<file path="src/shared/hrf_pkg.sv">
/*
 * Constants for the host request frame decoder: framing bytes, frame type
 * codes, field offsets, minimum lengths, parameter names and reset values.
 * Assumes byte offsets count from the start delimiter at offset 0.
 */
package hrf_pkg;

    // Framing bytes
    localparam logic [7:0] DELIM = 8'h7e;
    localparam logic [7:0] ESC_MARK = 8'h7d;
    localparam logic [7:0] ESC_XOR = 8'h20;
    localparam logic [7:0] CSUM_OK = 8'hff;

    // Frame type codes, requests and answers
    localparam logic [7:0] T_LEGACY_TX = 8'h00;
    localparam logic [7:0] T_PARAM_NOW = 8'h08;
    localparam logic [7:0] T_PARAM_QUEUE = 8'h09;
    localparam logic [7:0] T_TX = 8'h10;
    localparam logic [7:0] T_TX_STATUS = 8'h8b;
    localparam logic [7:0] T_PARAM_RESP = 8'h88;
    localparam logic [7:0] T_NONE = 8'hff;

    // Field offsets within the frame
    localparam logic [16:0] OFF_TYPE = 17'd3;
    localparam logic [16:0] OFF_ID = 17'd4;
    localparam logic [16:0] OFF_DEST_FIRST = 17'd5;
    localparam logic [16:0] OFF_DEST_LAST = 17'd12;
    localparam logic [16:0] OFF_LEG_OPT = 17'd13;
    localparam logic [16:0] OFF_LEG_PAY = 17'd14;
    localparam logic [16:0] OFF_HOPS = 17'd15;
    localparam logic [16:0] OFF_TX_OPT = 17'd16;
    localparam logic [16:0] OFF_TX_PAY = 17'd17;
    localparam logic [16:0] OFF_CMD_FIRST = 17'd5;
    localparam logic [16:0] OFF_CMD_LAST = 17'd6;
    localparam logic [16:0] OFF_VALUE = 17'd7;
    localparam logic [16:0] OFF_END_ADJ = 17'd2;

    // Least frame data length for each request type
    localparam logic [15:0] MIN_LEN_LEGACY = 16'd11;
    localparam logic [15:0] MIN_LEN_TX = 16'd14;
    localparam logic [15:0] MIN_LEN_PARAM = 16'd4;

    localparam logic [63:0] BCAST_ADDR = 64'h0000_0000_0000_ffff;
    localparam logic [7:0] LEG_OPT_NO_ACK = 8'h01;
    localparam logic [15:0] MAX_PAYLOAD = 16'd256;
    localparam logic [15:0] PAY_CNT_ONE = 16'd1;

    // Two-character parameter names
    localparam logic [15:0] NAME_APPLY = 16'h4143;
    localparam logic [15:0] NAME_MAX_PAY = 16'h4e50;
    localparam int N_PAR = 3;
    localparam int PAR_RATE = 0;
    localparam int PAR_HOPS = 1;
    localparam int PAR_ESC = 2;
    localparam logic [15:0] PAR_NAME [N_PAR] = '{16'h4244, 16'h4e48, 16'h4150};
    localparam logic [7:0] PAR_RST [N_PAR] = '{8'h03, 8'h07, 8'h01};
    localparam logic [7:0] ESC_ON = 8'h02;

    // Payload stream width: one data byte
    localparam int PAY_W = 8;

    typedef enum logic [2:0] {
        ST_IDLE,
        ST_LEN_HI,
        ST_LEN_LO,
        ST_DATA,
        ST_CSUM
    } hrf_state_e;

endpackage : hrf_pkg

</file>
<file path="src/shared/hrf_stream_if.sv">
/*
 * Byte stream with last marker and valid/ready handshake.
 * Assumes both ends run on the same clock.
 */
`timescale 1ns/1ps
`default_nettype none

interface hrf_stream_if;
    logic [hrf_pkg::PAY_W-1:0] data;
    logic last;
    logic valid;
    logic ready;

    // Producer side
    modport src (output data, output last, output valid, input ready);
    // Consumer side
    modport snk (input data, input last, input valid, output ready);
endinterface : hrf_stream_if

`default_nettype wire

</file>
<file path="src/rtl/hrf_skid_buf.sv">
/*
 * Two-entry buffer on the payload path; valid and ready on both sides,
 * both registered. Assumes a single clock and synchronous reset.
 */
`timescale 1ns/1ps
`default_nettype none

module hrf_skid_buf (
    input wire logic clk,
    input wire logic sys_rst,
    hrf_stream_if.snk up,
    hrf_stream_if.src dn
);
    localparam int W = hrf_pkg::PAY_W + 1;
    localparam logic [1:0] CNT_FULL = 2'd2;
    localparam logic [1:0] CNT_ONE = 2'd1;
    localparam logic [1:0] CNT_NONE = 2'd0;

    logic [W-1:0] mem_q [2];
    logic [1:0] cnt_q;
    logic [1:0] cnt_d;
    logic in_ready_q;
    logic out_valid_q;
    wire push = up.valid & in_ready_q;
    wire pop = out_valid_q & dn.ready;
    wire [W-1:0] in_word = {up.last, up.data};
    wire refill = pop & (cnt_q == CNT_FULL);
    wire wr0 = (push & ((cnt_q == CNT_NONE) | ((cnt_q == CNT_ONE) & pop))) | refill;
    wire wr1 = push & (((cnt_q == CNT_ONE) & ~pop) | ((cnt_q == CNT_FULL) & pop));
    wire [W-1:0] wr0_word = refill ? mem_q[1] : in_word;

    // Occupancy after this cycle's push and pop
    assign cnt_d = cnt_q + {1'b0, push} - {1'b0, pop};
    assign up.ready = in_ready_q;
    assign dn.valid = out_valid_q;
    assign dn.data = mem_q[0][W-2:0];
    assign dn.last = mem_q[0][W-1];

    // Count and flags
    always_ff @(posedge clk)
    begin
        if (sys_rst)
        begin
            cnt_q <= CNT_NONE;
            in_ready_q <= 1'b0;
            out_valid_q <= 1'b0;
        end
        else
        begin
            cnt_q <= cnt_d;
            in_ready_q <= (cnt_d != CNT_FULL);
            out_valid_q <= (cnt_d != CNT_NONE);
        end
    end

    // Storage, head in entry 0
    always_ff @(posedge clk)
    begin
        if (wr0)
            mem_q[0] <= wr0_word;
        if (wr1)
            mem_q[1] <= in_word;
    end
endmodule : hrf_skid_buf

`default_nettype wire

</file>
<file path="src/rtl/hrf_frame_decoder.sv">
/*
 * Host request frame decoder: collects delimited, length-prefixed,
 * checksummed request frames from the serial byte stream, undoes escaping,
 * decodes transmit and parameter requests, streams payload through a
 * two-entry buffer and keeps active and queued parameter values.
 * Assumes rx bytes are synchronous to clk; the consumer of pay_* drops a
 * frame's payload when tx_done pulses with tx_ok low.
 */
`timescale 1ns/1ps
`default_nettype none

// How it works
// - Legacy transmit request type 0x00 sends payload
// - Nonzero frame id gives response, zero none
// - Legacy destination offsets 5-12, FFFF broadcast
// - Legacy option 1 disables acknowledgment
// - Legacy payload from offset 14 to checksum
// - Immediate parameter command applies at once
// - Name then checksum means parameter read
// - Offsets 5 and 6 name the parameter
// - Queued command stores, applies on apply
// - Bytes from offset 7 are write value
// - Old setting stays until queued apply
// - One, two or four value bytes equal
// - Transmit request destination MSB first, broadcast
// - Hop byte zero uses network hop limit
// - Options at 16, payload from 17, capped
// - Max payload query answers byte count
// - Transmit status 0x8B carries frame id
// - Bytes before start delimiter are ignored
// - Length counts frame data bytes only
// - Checksum FF minus sum, bad frames dropped
// - Escaped bytes are 7D then XOR 20
module hrf_frame_decoder (
    input wire logic clk,
    input wire logic sys_rst,
    input wire logic [7:0] rx_data,
    input wire logic rx_valid,
    output logic rx_ready,
    output logic [7:0] pay_data,
    output logic pay_last,
    output logic pay_valid,
    input wire logic pay_ready,
    output logic tx_done,
    output logic tx_ok,
    output logic tx_legacy,
    output logic [7:0] tx_frame_id,
    output logic [63:0] tx_dest,
    output logic tx_bcast,
    output logic tx_no_ack,
    output logic [7:0] tx_opts,
    output logic [7:0] tx_hops,
    output logic resp_valid,
    output logic [7:0] resp_type,
    output logic [7:0] resp_frame_id,
    output logic [31:0] resp_value,
    output logic frame_err,
    output logic [7:0] serial_rate_setting,
    output logic [7:0] network_hop_limit,
    output logic [7:0] api_escape_setting
);
    hrf_pkg::hrf_state_e state_q;
    hrf_pkg::hrf_state_e state_d;
    logic esc_pend_q;
    logic [15:0] len_q;
    logic [16:0] pos_q;
    logic [7:0] sum_q;
    logic [7:0] type_q;
    logic [7:0] id_q;
    logic [63:0] dest_q;
    logic [7:0] lopt_q;
    logic [7:0] hops_q;
    logic [7:0] txopt_q;
    logic [15:0] cmd_q;
    logic [31:0] val_q;
    logic has_val_q;
    logic [15:0] pay_cnt_q;
    logic over_q;
    logic [7:0] par_act_q [hrf_pkg::N_PAR];
    logic [7:0] par_pend_q [hrf_pkg::N_PAR];
    logic [7:0] par_pend_d [hrf_pkg::N_PAR];
    logic [7:0] par_act_d [hrf_pkg::N_PAR];
    logic [31:0] rd_val;

    hrf_stream_if push_if ();
    hrf_stream_if pop_if ();

    // Payload buffer; its input ready is the serial back-pressure
    hrf_skid_buf u_buf (
        .clk(clk),
        .sys_rst(sys_rst),
        .up(push_if.snk),
        .dn(pop_if.src)
    );

    assign rx_ready = push_if.ready;
    assign pay_data = pop_if.data;
    assign pay_last = pop_if.last;
    assign pay_valid = pop_if.valid;
    assign pop_if.ready = pay_ready;
    assign serial_rate_setting = par_act_q[hrf_pkg::PAR_RATE];
    assign network_hop_limit = par_act_q[hrf_pkg::PAR_HOPS];
    assign api_escape_setting = par_act_q[hrf_pkg::PAR_ESC];

    // Byte intake, delimiter hunt and unescaping
    wire take = rx_valid & push_if.ready;
    wire esc_on = (par_act_q[hrf_pkg::PAR_ESC] == hrf_pkg::ESC_ON);
    wire idle = (state_q == hrf_pkg::ST_IDLE);
    wire restart = take & (rx_data == hrf_pkg::DELIM) & (idle | esc_on);
    wire esc_mark = take & esc_on & ~idle & ~esc_pend_q & (rx_data == hrf_pkg::ESC_MARK);
    wire vb = take & ~restart & ~esc_mark & ~idle;
    wire [7:0] vbyte = esc_pend_q ? (rx_data ^ hrf_pkg::ESC_XOR) : rx_data;

    // Position and type decode
    wire in_data = (state_q == hrf_pkg::ST_DATA);
    wire fin = vb & (state_q == hrf_pkg::ST_CSUM);
    wire [15:0] len_next = {len_q[15:8], vbyte};
    wire [16:0] pos_end = {1'b0, len_q} + hrf_pkg::OFF_END_ADJ;
    wire at_end = (pos_q == pos_end);
    wire is_leg = (type_q == hrf_pkg::T_LEGACY_TX);
    wire is_tx = (type_q == hrf_pkg::T_TX);
    wire is_now = (type_q == hrf_pkg::T_PARAM_NOW);
    wire is_par = is_now | (type_q == hrf_pkg::T_PARAM_QUEUE);
    wire tx_kind = is_leg | is_tx;
    wire [16:0] pay_start = is_leg ? hrf_pkg::OFF_LEG_PAY : hrf_pkg::OFF_TX_PAY;
    wire past_type = (pos_q > hrf_pkg::OFF_TYPE);

    // Payload forwarding with the length cap
    wire is_pay = vb & in_data & past_type & tx_kind & (pos_q >= pay_start);
    wire pay_full = (pay_cnt_q >= hrf_pkg::MAX_PAYLOAD);
    assign push_if.valid = is_pay & ~pay_full;
    assign push_if.data = vbyte;
    assign push_if.last = at_end;

    // Frame acceptance at the checksum byte
    wire [7:0] sum_fin = sum_q + vbyte;
    wire csum_good = (sum_fin == hrf_pkg::CSUM_OK);
    wire [15:0] min_len = is_leg ? hrf_pkg::MIN_LEN_LEGACY :
                          is_tx ? hrf_pkg::MIN_LEN_TX : hrf_pkg::MIN_LEN_PARAM;
    wire too_short = (len_q < min_len);
    wire known = tx_kind | is_par;
    wire good = fin & csum_good & ~too_short & known;
    wire tx_end = tx_kind & (fin | (restart & ~idle & past_type));

    // Parameter command decode
    wire par_good = good & is_par;
    wire is_apply_cmd = (cmd_q == hrf_pkg::NAME_APPLY);
    wire par_write = par_good & has_val_q & ~is_apply_cmd;
    wire par_apply = par_good & (is_now | is_apply_cmd);
    wire [7:0] new_val = val_q[7:0];

    // Per-parameter queued and active values
    genvar gi;
    generate
        for (gi = 0; gi < hrf_pkg::N_PAR; gi++)
        begin : g_par
            wire hit = (cmd_q == hrf_pkg::PAR_NAME[gi]);
            assign par_pend_d[gi] = (par_write & hit) ? new_val : par_pend_q[gi];
            assign par_act_d[gi] = par_apply ? par_pend_d[gi] : par_act_q[gi];
            always_ff @(posedge clk)
            begin
                if (sys_rst)
                begin
                    par_act_q[gi] <= hrf_pkg::PAR_RST[gi];
                    par_pend_q[gi] <= hrf_pkg::PAR_RST[gi];
                end
                else
                begin
                    par_act_q[gi] <= par_act_d[gi];
                    par_pend_q[gi] <= par_pend_d[gi];
                end
            end
        end
    endgenerate

    // Read-back value for a query
    always_comb
    begin
        rd_val = 32'h0000_0000;
        if (cmd_q == hrf_pkg::NAME_MAX_PAY)
            rd_val = {16'h0000, hrf_pkg::MAX_PAYLOAD};
        for (int i = 0; i < hrf_pkg::N_PAR; i++)
        begin
            if (cmd_q == hrf_pkg::PAR_NAME[i])
                rd_val = {24'h00_0000, par_act_q[i]};
        end
    end

    // Frame state sequence
    always_comb
    begin
        state_d = state_q;
        if (restart)
            state_d = hrf_pkg::ST_LEN_HI;
        else if (vb)
        begin
            case (state_q)
                hrf_pkg::ST_LEN_HI: state_d = hrf_pkg::ST_LEN_LO;
                hrf_pkg::ST_LEN_LO:
                    state_d = (len_next == 16'h0000) ? hrf_pkg::ST_CSUM : hrf_pkg::ST_DATA;
                hrf_pkg::ST_DATA:
                    state_d = at_end ? hrf_pkg::ST_CSUM : hrf_pkg::ST_DATA;
                hrf_pkg::ST_CSUM: state_d = hrf_pkg::ST_IDLE;
                default: state_d = hrf_pkg::ST_IDLE;
            endcase
        end
    end

    // Sequencer registers
    always_ff @(posedge clk)
    begin
        if (sys_rst)
        begin
            state_q <= hrf_pkg::ST_IDLE;
            esc_pend_q <= 1'b0;
        end
        else
        begin
            state_q <= state_d;
            esc_pend_q <= esc_mark | (esc_pend_q & ~vb & ~restart);
        end
    end

    // Length, position, running sum and payload count
    always_ff @(posedge clk)
    begin
        if (sys_rst)
        begin
            len_q <= 16'h0000;
            pos_q <= hrf_pkg::OFF_TYPE;
            sum_q <= 8'h00;
            pay_cnt_q <= 16'h0000;
            over_q <= 1'b0;
        end
        else if (restart)
        begin
            pos_q <= hrf_pkg::OFF_TYPE;
            sum_q <= 8'h00;
            pay_cnt_q <= 16'h0000;
            over_q <= 1'b0;
        end
        else if (vb)
        begin
            if (state_q == hrf_pkg::ST_LEN_HI)
                len_q <= {vbyte, 8'h00};
            if (state_q == hrf_pkg::ST_LEN_LO)
                len_q <= len_next;
            if (in_data)
            begin
                pos_q <= pos_q + 17'd1;
                sum_q <= sum_fin;
            end
            if (is_pay & ~pay_full)
                pay_cnt_q <= pay_cnt_q + hrf_pkg::PAY_CNT_ONE;
            if (is_pay & pay_full)
                over_q <= 1'b1;
        end
    end

    // Field capture by frame offset
    always_ff @(posedge clk)
    begin
        if (sys_rst | restart)
        begin
            type_q <= hrf_pkg::T_NONE;
            has_val_q <= 1'b0;
            val_q <= 32'h0000_0000;
        end
        else if (vb & in_data)
        begin
            if (pos_q == hrf_pkg::OFF_TYPE)
                type_q <= vbyte;
            if (pos_q == hrf_pkg::OFF_ID)
                id_q <= vbyte;
            if (tx_kind & (pos_q >= hrf_pkg::OFF_DEST_FIRST) & (pos_q <= hrf_pkg::OFF_DEST_LAST))
                dest_q <= {dest_q[55:0], vbyte};
            if (is_leg & (pos_q == hrf_pkg::OFF_LEG_OPT))
                lopt_q <= vbyte;
            if (is_tx & (pos_q == hrf_pkg::OFF_HOPS))
                hops_q <= vbyte;
            if (is_tx & (pos_q == hrf_pkg::OFF_TX_OPT))
                txopt_q <= vbyte;
            if (is_par & (pos_q >= hrf_pkg::OFF_CMD_FIRST) & (pos_q <= hrf_pkg::OFF_CMD_LAST))
                cmd_q <= {cmd_q[7:0], vbyte};
            if (is_par & (pos_q >= hrf_pkg::OFF_VALUE))
            begin
                val_q <= {val_q[23:0], vbyte};
                has_val_q <= 1'b1;
            end
        end
    end

    // Transmit request results
    always_ff @(posedge clk)
    begin
        if (sys_rst)
        begin
            tx_done <= 1'b0;
            tx_ok <= 1'b0;
            tx_legacy <= 1'b0;
            tx_frame_id <= 8'h00;
            tx_dest <= 64'h0;
            tx_bcast <= 1'b0;
            tx_no_ack <= 1'b0;
            tx_opts <= 8'h00;
            tx_hops <= 8'h00;
        end
        else
        begin
            tx_done <= tx_end;
            tx_ok <= tx_end & good & ~over_q;
            if (tx_end & good)
            begin
                tx_legacy <= is_leg;
                tx_frame_id <= id_q;
                tx_dest <= dest_q;
                tx_bcast <= (dest_q == hrf_pkg::BCAST_ADDR);
                tx_no_ack <= is_leg & (lopt_q == hrf_pkg::LEG_OPT_NO_ACK);
                tx_opts <= is_leg ? 8'h00 : txopt_q;
                tx_hops <= (is_leg | (hops_q == 8'h00)) ?
                           par_act_q[hrf_pkg::PAR_HOPS] : hops_q;
            end
        end
    end

    // Response requests and error pulse
    always_ff @(posedge clk)
    begin
        if (sys_rst)
        begin
            resp_valid <= 1'b0;
            resp_type <= 8'h00;
            resp_frame_id <= 8'h00;
            resp_value <= 32'h0000_0000;
            frame_err <= 1'b0;
        end
        else
        begin
            resp_valid <= good & (id_q != 8'h00);
            frame_err <= (fin & ~good) | (restart & ~idle);
            if (good & (id_q != 8'h00))
            begin
                resp_type <= tx_kind ? hrf_pkg::T_TX_STATUS : hrf_pkg::T_PARAM_RESP;
                resp_frame_id <= id_q;
                resp_value <= (is_par & ~has_val_q) ? rd_val : 32'h0000_0000;
            end
        end
    end
endmodule : hrf_frame_decoder

`default_nettype wire

</file>
<file path="config.mk">
export PLATFORM = sky130hd
export DESIGN_NAME = hrf_frame_decoder
export DESIGN_NICKNAME = d
export VERILOG_FILES = /design/src/shared/hrf_pkg.sv /design/src/shared/hrf_stream_if.sv /design/src/rtl/hrf_skid_buf.sv /design/src/rtl/hrf_frame_decoder.sv
export SDC_FILE = /design/constraint.sdc
export NUM_CORES = 1
export LEC_CHECK = 0
export BUFFER_PORTS_ARGS = -buffer_cell sky130_fd_sc_hd__buf_2
export CAP_MARGIN = 10
export CORE_ASPECT_RATIO = 0.75
export CORE_MARGIN = 3
export CORE_UTILIZATION = 55
export CTS_CLUSTER_SIZE = 10
export DETAILED_ROUTE_END_ITERATION = 7
export PLACE_DENSITY = 0.76
export SETUP_SLACK_MARGIN = 0.4
export SLEW_MARGIN = 20
export SYNTH_ARGS = -nofsm -noshare
export SYNTH_HDL_FRONTEND = slang
export SYNTH_SLANG_ARGS = --single-unit
export TNS_END_PERCENT = 10
</file>
<file path="constraint.sdc">
create_clock -name clk -period 20.6 [get_ports clk]
set_input_delay 3.09 -clock clk [delete_from_list [all_inputs] [get_ports clk]]
set_output_delay 3.09 -clock clk [all_outputs]
set_load 0.005 [all_outputs]
</file>
==> run_results.csv <==
group,metric,value,unit
run_status,outcome,"finished clean",
pwr,p_switching,318,uW
pwr,power_density,81.5,mW/mm^2
synthesis,synthTopCellsByArea,"dfxtp_1 30%, edfxtp_1 24%, mux2i_1 5.0%",
worst_setup_path,required,21.02,ns
sta,fin_crit_sh,33.9,%
pwr,clkPwrFrac,45.8,%
min_path,min_to,"cmd_q[13]",
pwr,internal-power,1170,uW
pwr,report.power.total,1490,uW
synthesis,synthAdderAreaFrac,1.91,%
run,cap_violations,0,
synthesis,yosysTopAreaCell,"dfxtp_1",
synthesis,yosys_most_used_dff,"dfxtp_1",
detailed_routing,wirelength,42200,um
synthesis,synth_compound_area_share,10.9,%
sta,min_period,6.99,ns
pwr,power.share.combinational,2.7,%
sta,setup_viol,0,
synthesis,ys_seq_area_share,54.5,%
pwr,p_leak,0.00700,uW
detailed_routing,drt_iter0_markers,1330,
layout,antenna_cells,0,
sta,skew,0.0126,ns
floorplanning,io_pins,190,
synthesis,avgSynthCellArea,10.1,sq um
floorplanning,start_util,56.8,%
layout,fin_nets,1751,
worst_setup_path,cp-start-kind,"primary input",
global_routing,antenna_found_initial,0,
synthesis,netlist_area,0.0162,sq mm
min_path,worstHoldStart,"cmd_q[5]",
detailed_routing,firstDrtPassIters,6,
layout,syn_to_final_growth,13.1,%
sta,hold_viol,0,
clocking,clk_latency,0.54,ns
detailed_routing,via_per_inst,6.08,
sta,max_freq,0.143,GHz
layout,drive_gt1_share,16.3,%
synthesis,yosysWarningCount,0,
global_routing,gr-total-overflow,0,
place,gp_congestion,0.927,
sta,rsz0062_at_grt,"false",
synthesis,synth_seq_cells,375,
clocking,htreeDepth,2,
floorplanning,die_width,204,um
clocking,cts-root-buf,"clkbuf_16",
place,dp_hpwl,28200,um
synthesis,yosys.area_share.simple,18.9,%
synthesis,synthMuxAreaShare,6.56,%
worst_setup_path,r2r_slack,15.93,ns
sta,drv_slew,0,
synthesis,synthDistinctLibCells,72,
layout,fin_util,64.2,%
sta,max_slew_margin,28.5,%
synthesis,yosysMostFrequentCell,"dfxtp_1",
pwr,swShare,21.4,%
floorplanning,die_height,154,um
detailed_routing,drc_errors,0,
sta,worst_slew_pin_slew,1.07,ns
synthesis,synth_xor_area_share,2.22,%
floorplanning,coreArea,0.0284,sq mm
min_path,hold_class,"reg -> reg",
worst_setup_path,endpoint_kind,"flip-flop",
clocking,cts_buffers,43,
clocking,ctsResizeCount,0,
min_path,holdPathStages,0,
place,io_buffers,162,
worst_setup_path,critPathArrivalTime,7.41,ns
worst_setup_path,reg2regPathDepth,11,
clocking,cts_tree,"built",
floorplanning,die_area,0.0315,sq mm
pwr,irDropWorstVdd,0.0730,mV
synthesis,synth_top_family_by_area,"simple AND/OR/NAND/NOR gates",
clocking,holdBufCountCts,0,
clocking,clock-sinks,375,
clocking,postCtsSetupRepairBufs,0,
clocking,clk_pin_slew,0.06,ns
synthesis,synth_edf_count,130,
global_routing,grt_max_degree,95,
detailed_routing,antenna_left,0,
synthesis,yosys.area.top_type_share,30.4,%
worst_setup_path,crit_start,"rx_data[0]",
synthesis,synth_common_cells,"245 x dfxtp_1, 142 x nand2_1, 132 x a21oi_1",
worst_setup_path,reg2reg_from,"type_q[7]",
clocking,clockBufferDepth,3,
synthesis,synth-async-reset-ratio,0,%
detailed_routing,wire_per_inst,19.8,um
global_routing,grt_pass1_wl,66200,um
pwr,pwr-share-seq,51.5,%
worst_setup_path,worst-path-max-fanout,94,
global_routing,grt_use_total,26.0,%
worst_setup_path,setup.worst_path.class,"in -> reg",
worst_setup_path,r2r_end,"par_act_q[0][7]",
detailed_routing,vias,12900,
synthesis,syn_inst,1597,
global_routing,grt_pass1_vias,12000,
floorplanning,core.rowCount,53,
sta,fin_tns_setup,0,ns
routing by layer:
| metal | wire length, um | vias up | GRT usage, % |
|---|---|---|---|
| met4 | 905 | 0 | 7.01 |
| met2 | 18600 | 579 | 38.2 |
| met3 | 3670 | 74 | 4.97 |
| met1 | 19100 | 6293 | 39.4 |
| li1 | - | 5994 | - |
| met5 | 0 | - | 0 |
flip-flops by register name (all words and copies together) (netlist names), 3 cells and up:
name / count
len_q: 16
tx_dest: 64
state_q: 3
resp_value: 9
type_q: 8
tx_opts: 8
id_q: 8
sum_q: 8
val_q: 8
cmd_q: 16
tx_frame_id: 8
tx_hops: 8
pay_cnt_q: 16
dest_q: 64
txopt_q: 8
lopt_q: 8
pos_q: 17
hops_q: 8
u_buf.mem_q: 18
resp_frame_id: 8
par_act_q: 24
par_pend_q: 24
stage by stage:
stage | cells | worst slack [ns] | hold WS, ns | area, sq um
floorplan | 1623 | 9.39 | 0.400 | 16200
global placement | 2055 | 13.28 | 0.433 | 17000
detailed placement | 2055 | 13.18 | 0.430 | 17000
CTS | 2130 | 13.72 | 0.443 | 18300
global route | 2130 | 13.48 | 0.463 | 18300
finish | 2130 | 13.61 | 0.445 | 18300
critical path: stages:
cell and delay (ns):
buf_2 0.31, ha_1 0.24, inv_1 0.06, fa_1 0.39, nand2b_1 0.17, a211oi_1 0.29, mux2i_1 0.38, nor2_4 0.07
buf_4 0.40, or4_1 0.75, buf_4 0.29, or2_1 0.56, a31o_2 0.38
layout make-up:
type	count	area, sq um
Sequential cell	375	8810
Multi-Input combinational cell	1085	6670
Inverter	26	97.6
Tap cell	385	482
Clock buffer	72	1210
Timing Repair Buffer	184	978
Clock inverter	3	30.0
Fill cell	2244	10200
power by group through the flow:
stage / sequential [uW] / combinational, uW / clock, uW
finish: 767 / 39.9 / 683
global route: 766 / 43.6 / 721
CTS: 767 / 39.1 / 691
detailed placement: 782 / 38.9 / 0
global placement: 782 / 37.8 / 0
floorplan: 782 / 29.1 / 0
cells in the final DEF, fill, tap and decap left out, drive strengths merged, types with 4 or more instances in the layout:
cell and n:
nand4 35, nor2 100, nor3b 4, nor4b 10
inv 27, nand2b 11, conb 27, a21oi 132
nor4 56, or4b 4, a222oi 8, or3 19
ha 23, xnor2 25, and4 8, dfxtp 245
xor2 16, a21o 5, nand3 112, buf 184
and2 14, a31o 18, mux2i 80, o211ai 7
edfxtp 130, a21boi 4, nor2b 17, o21ai 104
clkbuf 72, mux2 23, nand2 143, and3 6
nor3 19, a31oi 6, or4 14, or2 9
worst max-delay path by stage:
| stage | endpoint | slack (ns) | depth (start not counted) |
|---|---|---|---|
| after floorplan | dest_q[0] | 9.39 | 7 |
| after global placement | par_act_q[2][7] | 13.28 | 13 |
| after detailed placement | par_act_q[0][7] | 13.18 | 13 |
| after CTS | par_act_q[0][7] | 13.72 | 13 |
| after global routing | par_act_q[0][7] | 13.48 | 13 |
| final | par_act_q[0][7] | 13.61 | 13 |
cells by family after synthesis:
kind of cell	after synthesis
and+or+nand+nor	585
DFF	375
AOI/OAI and AO/OA	305
buffers and inverters	163
muxes	103
xor gates and xnor gates	41
adders and majority gates	24
other	1
No activity file was read; power rests on OpenSTA's default activity.
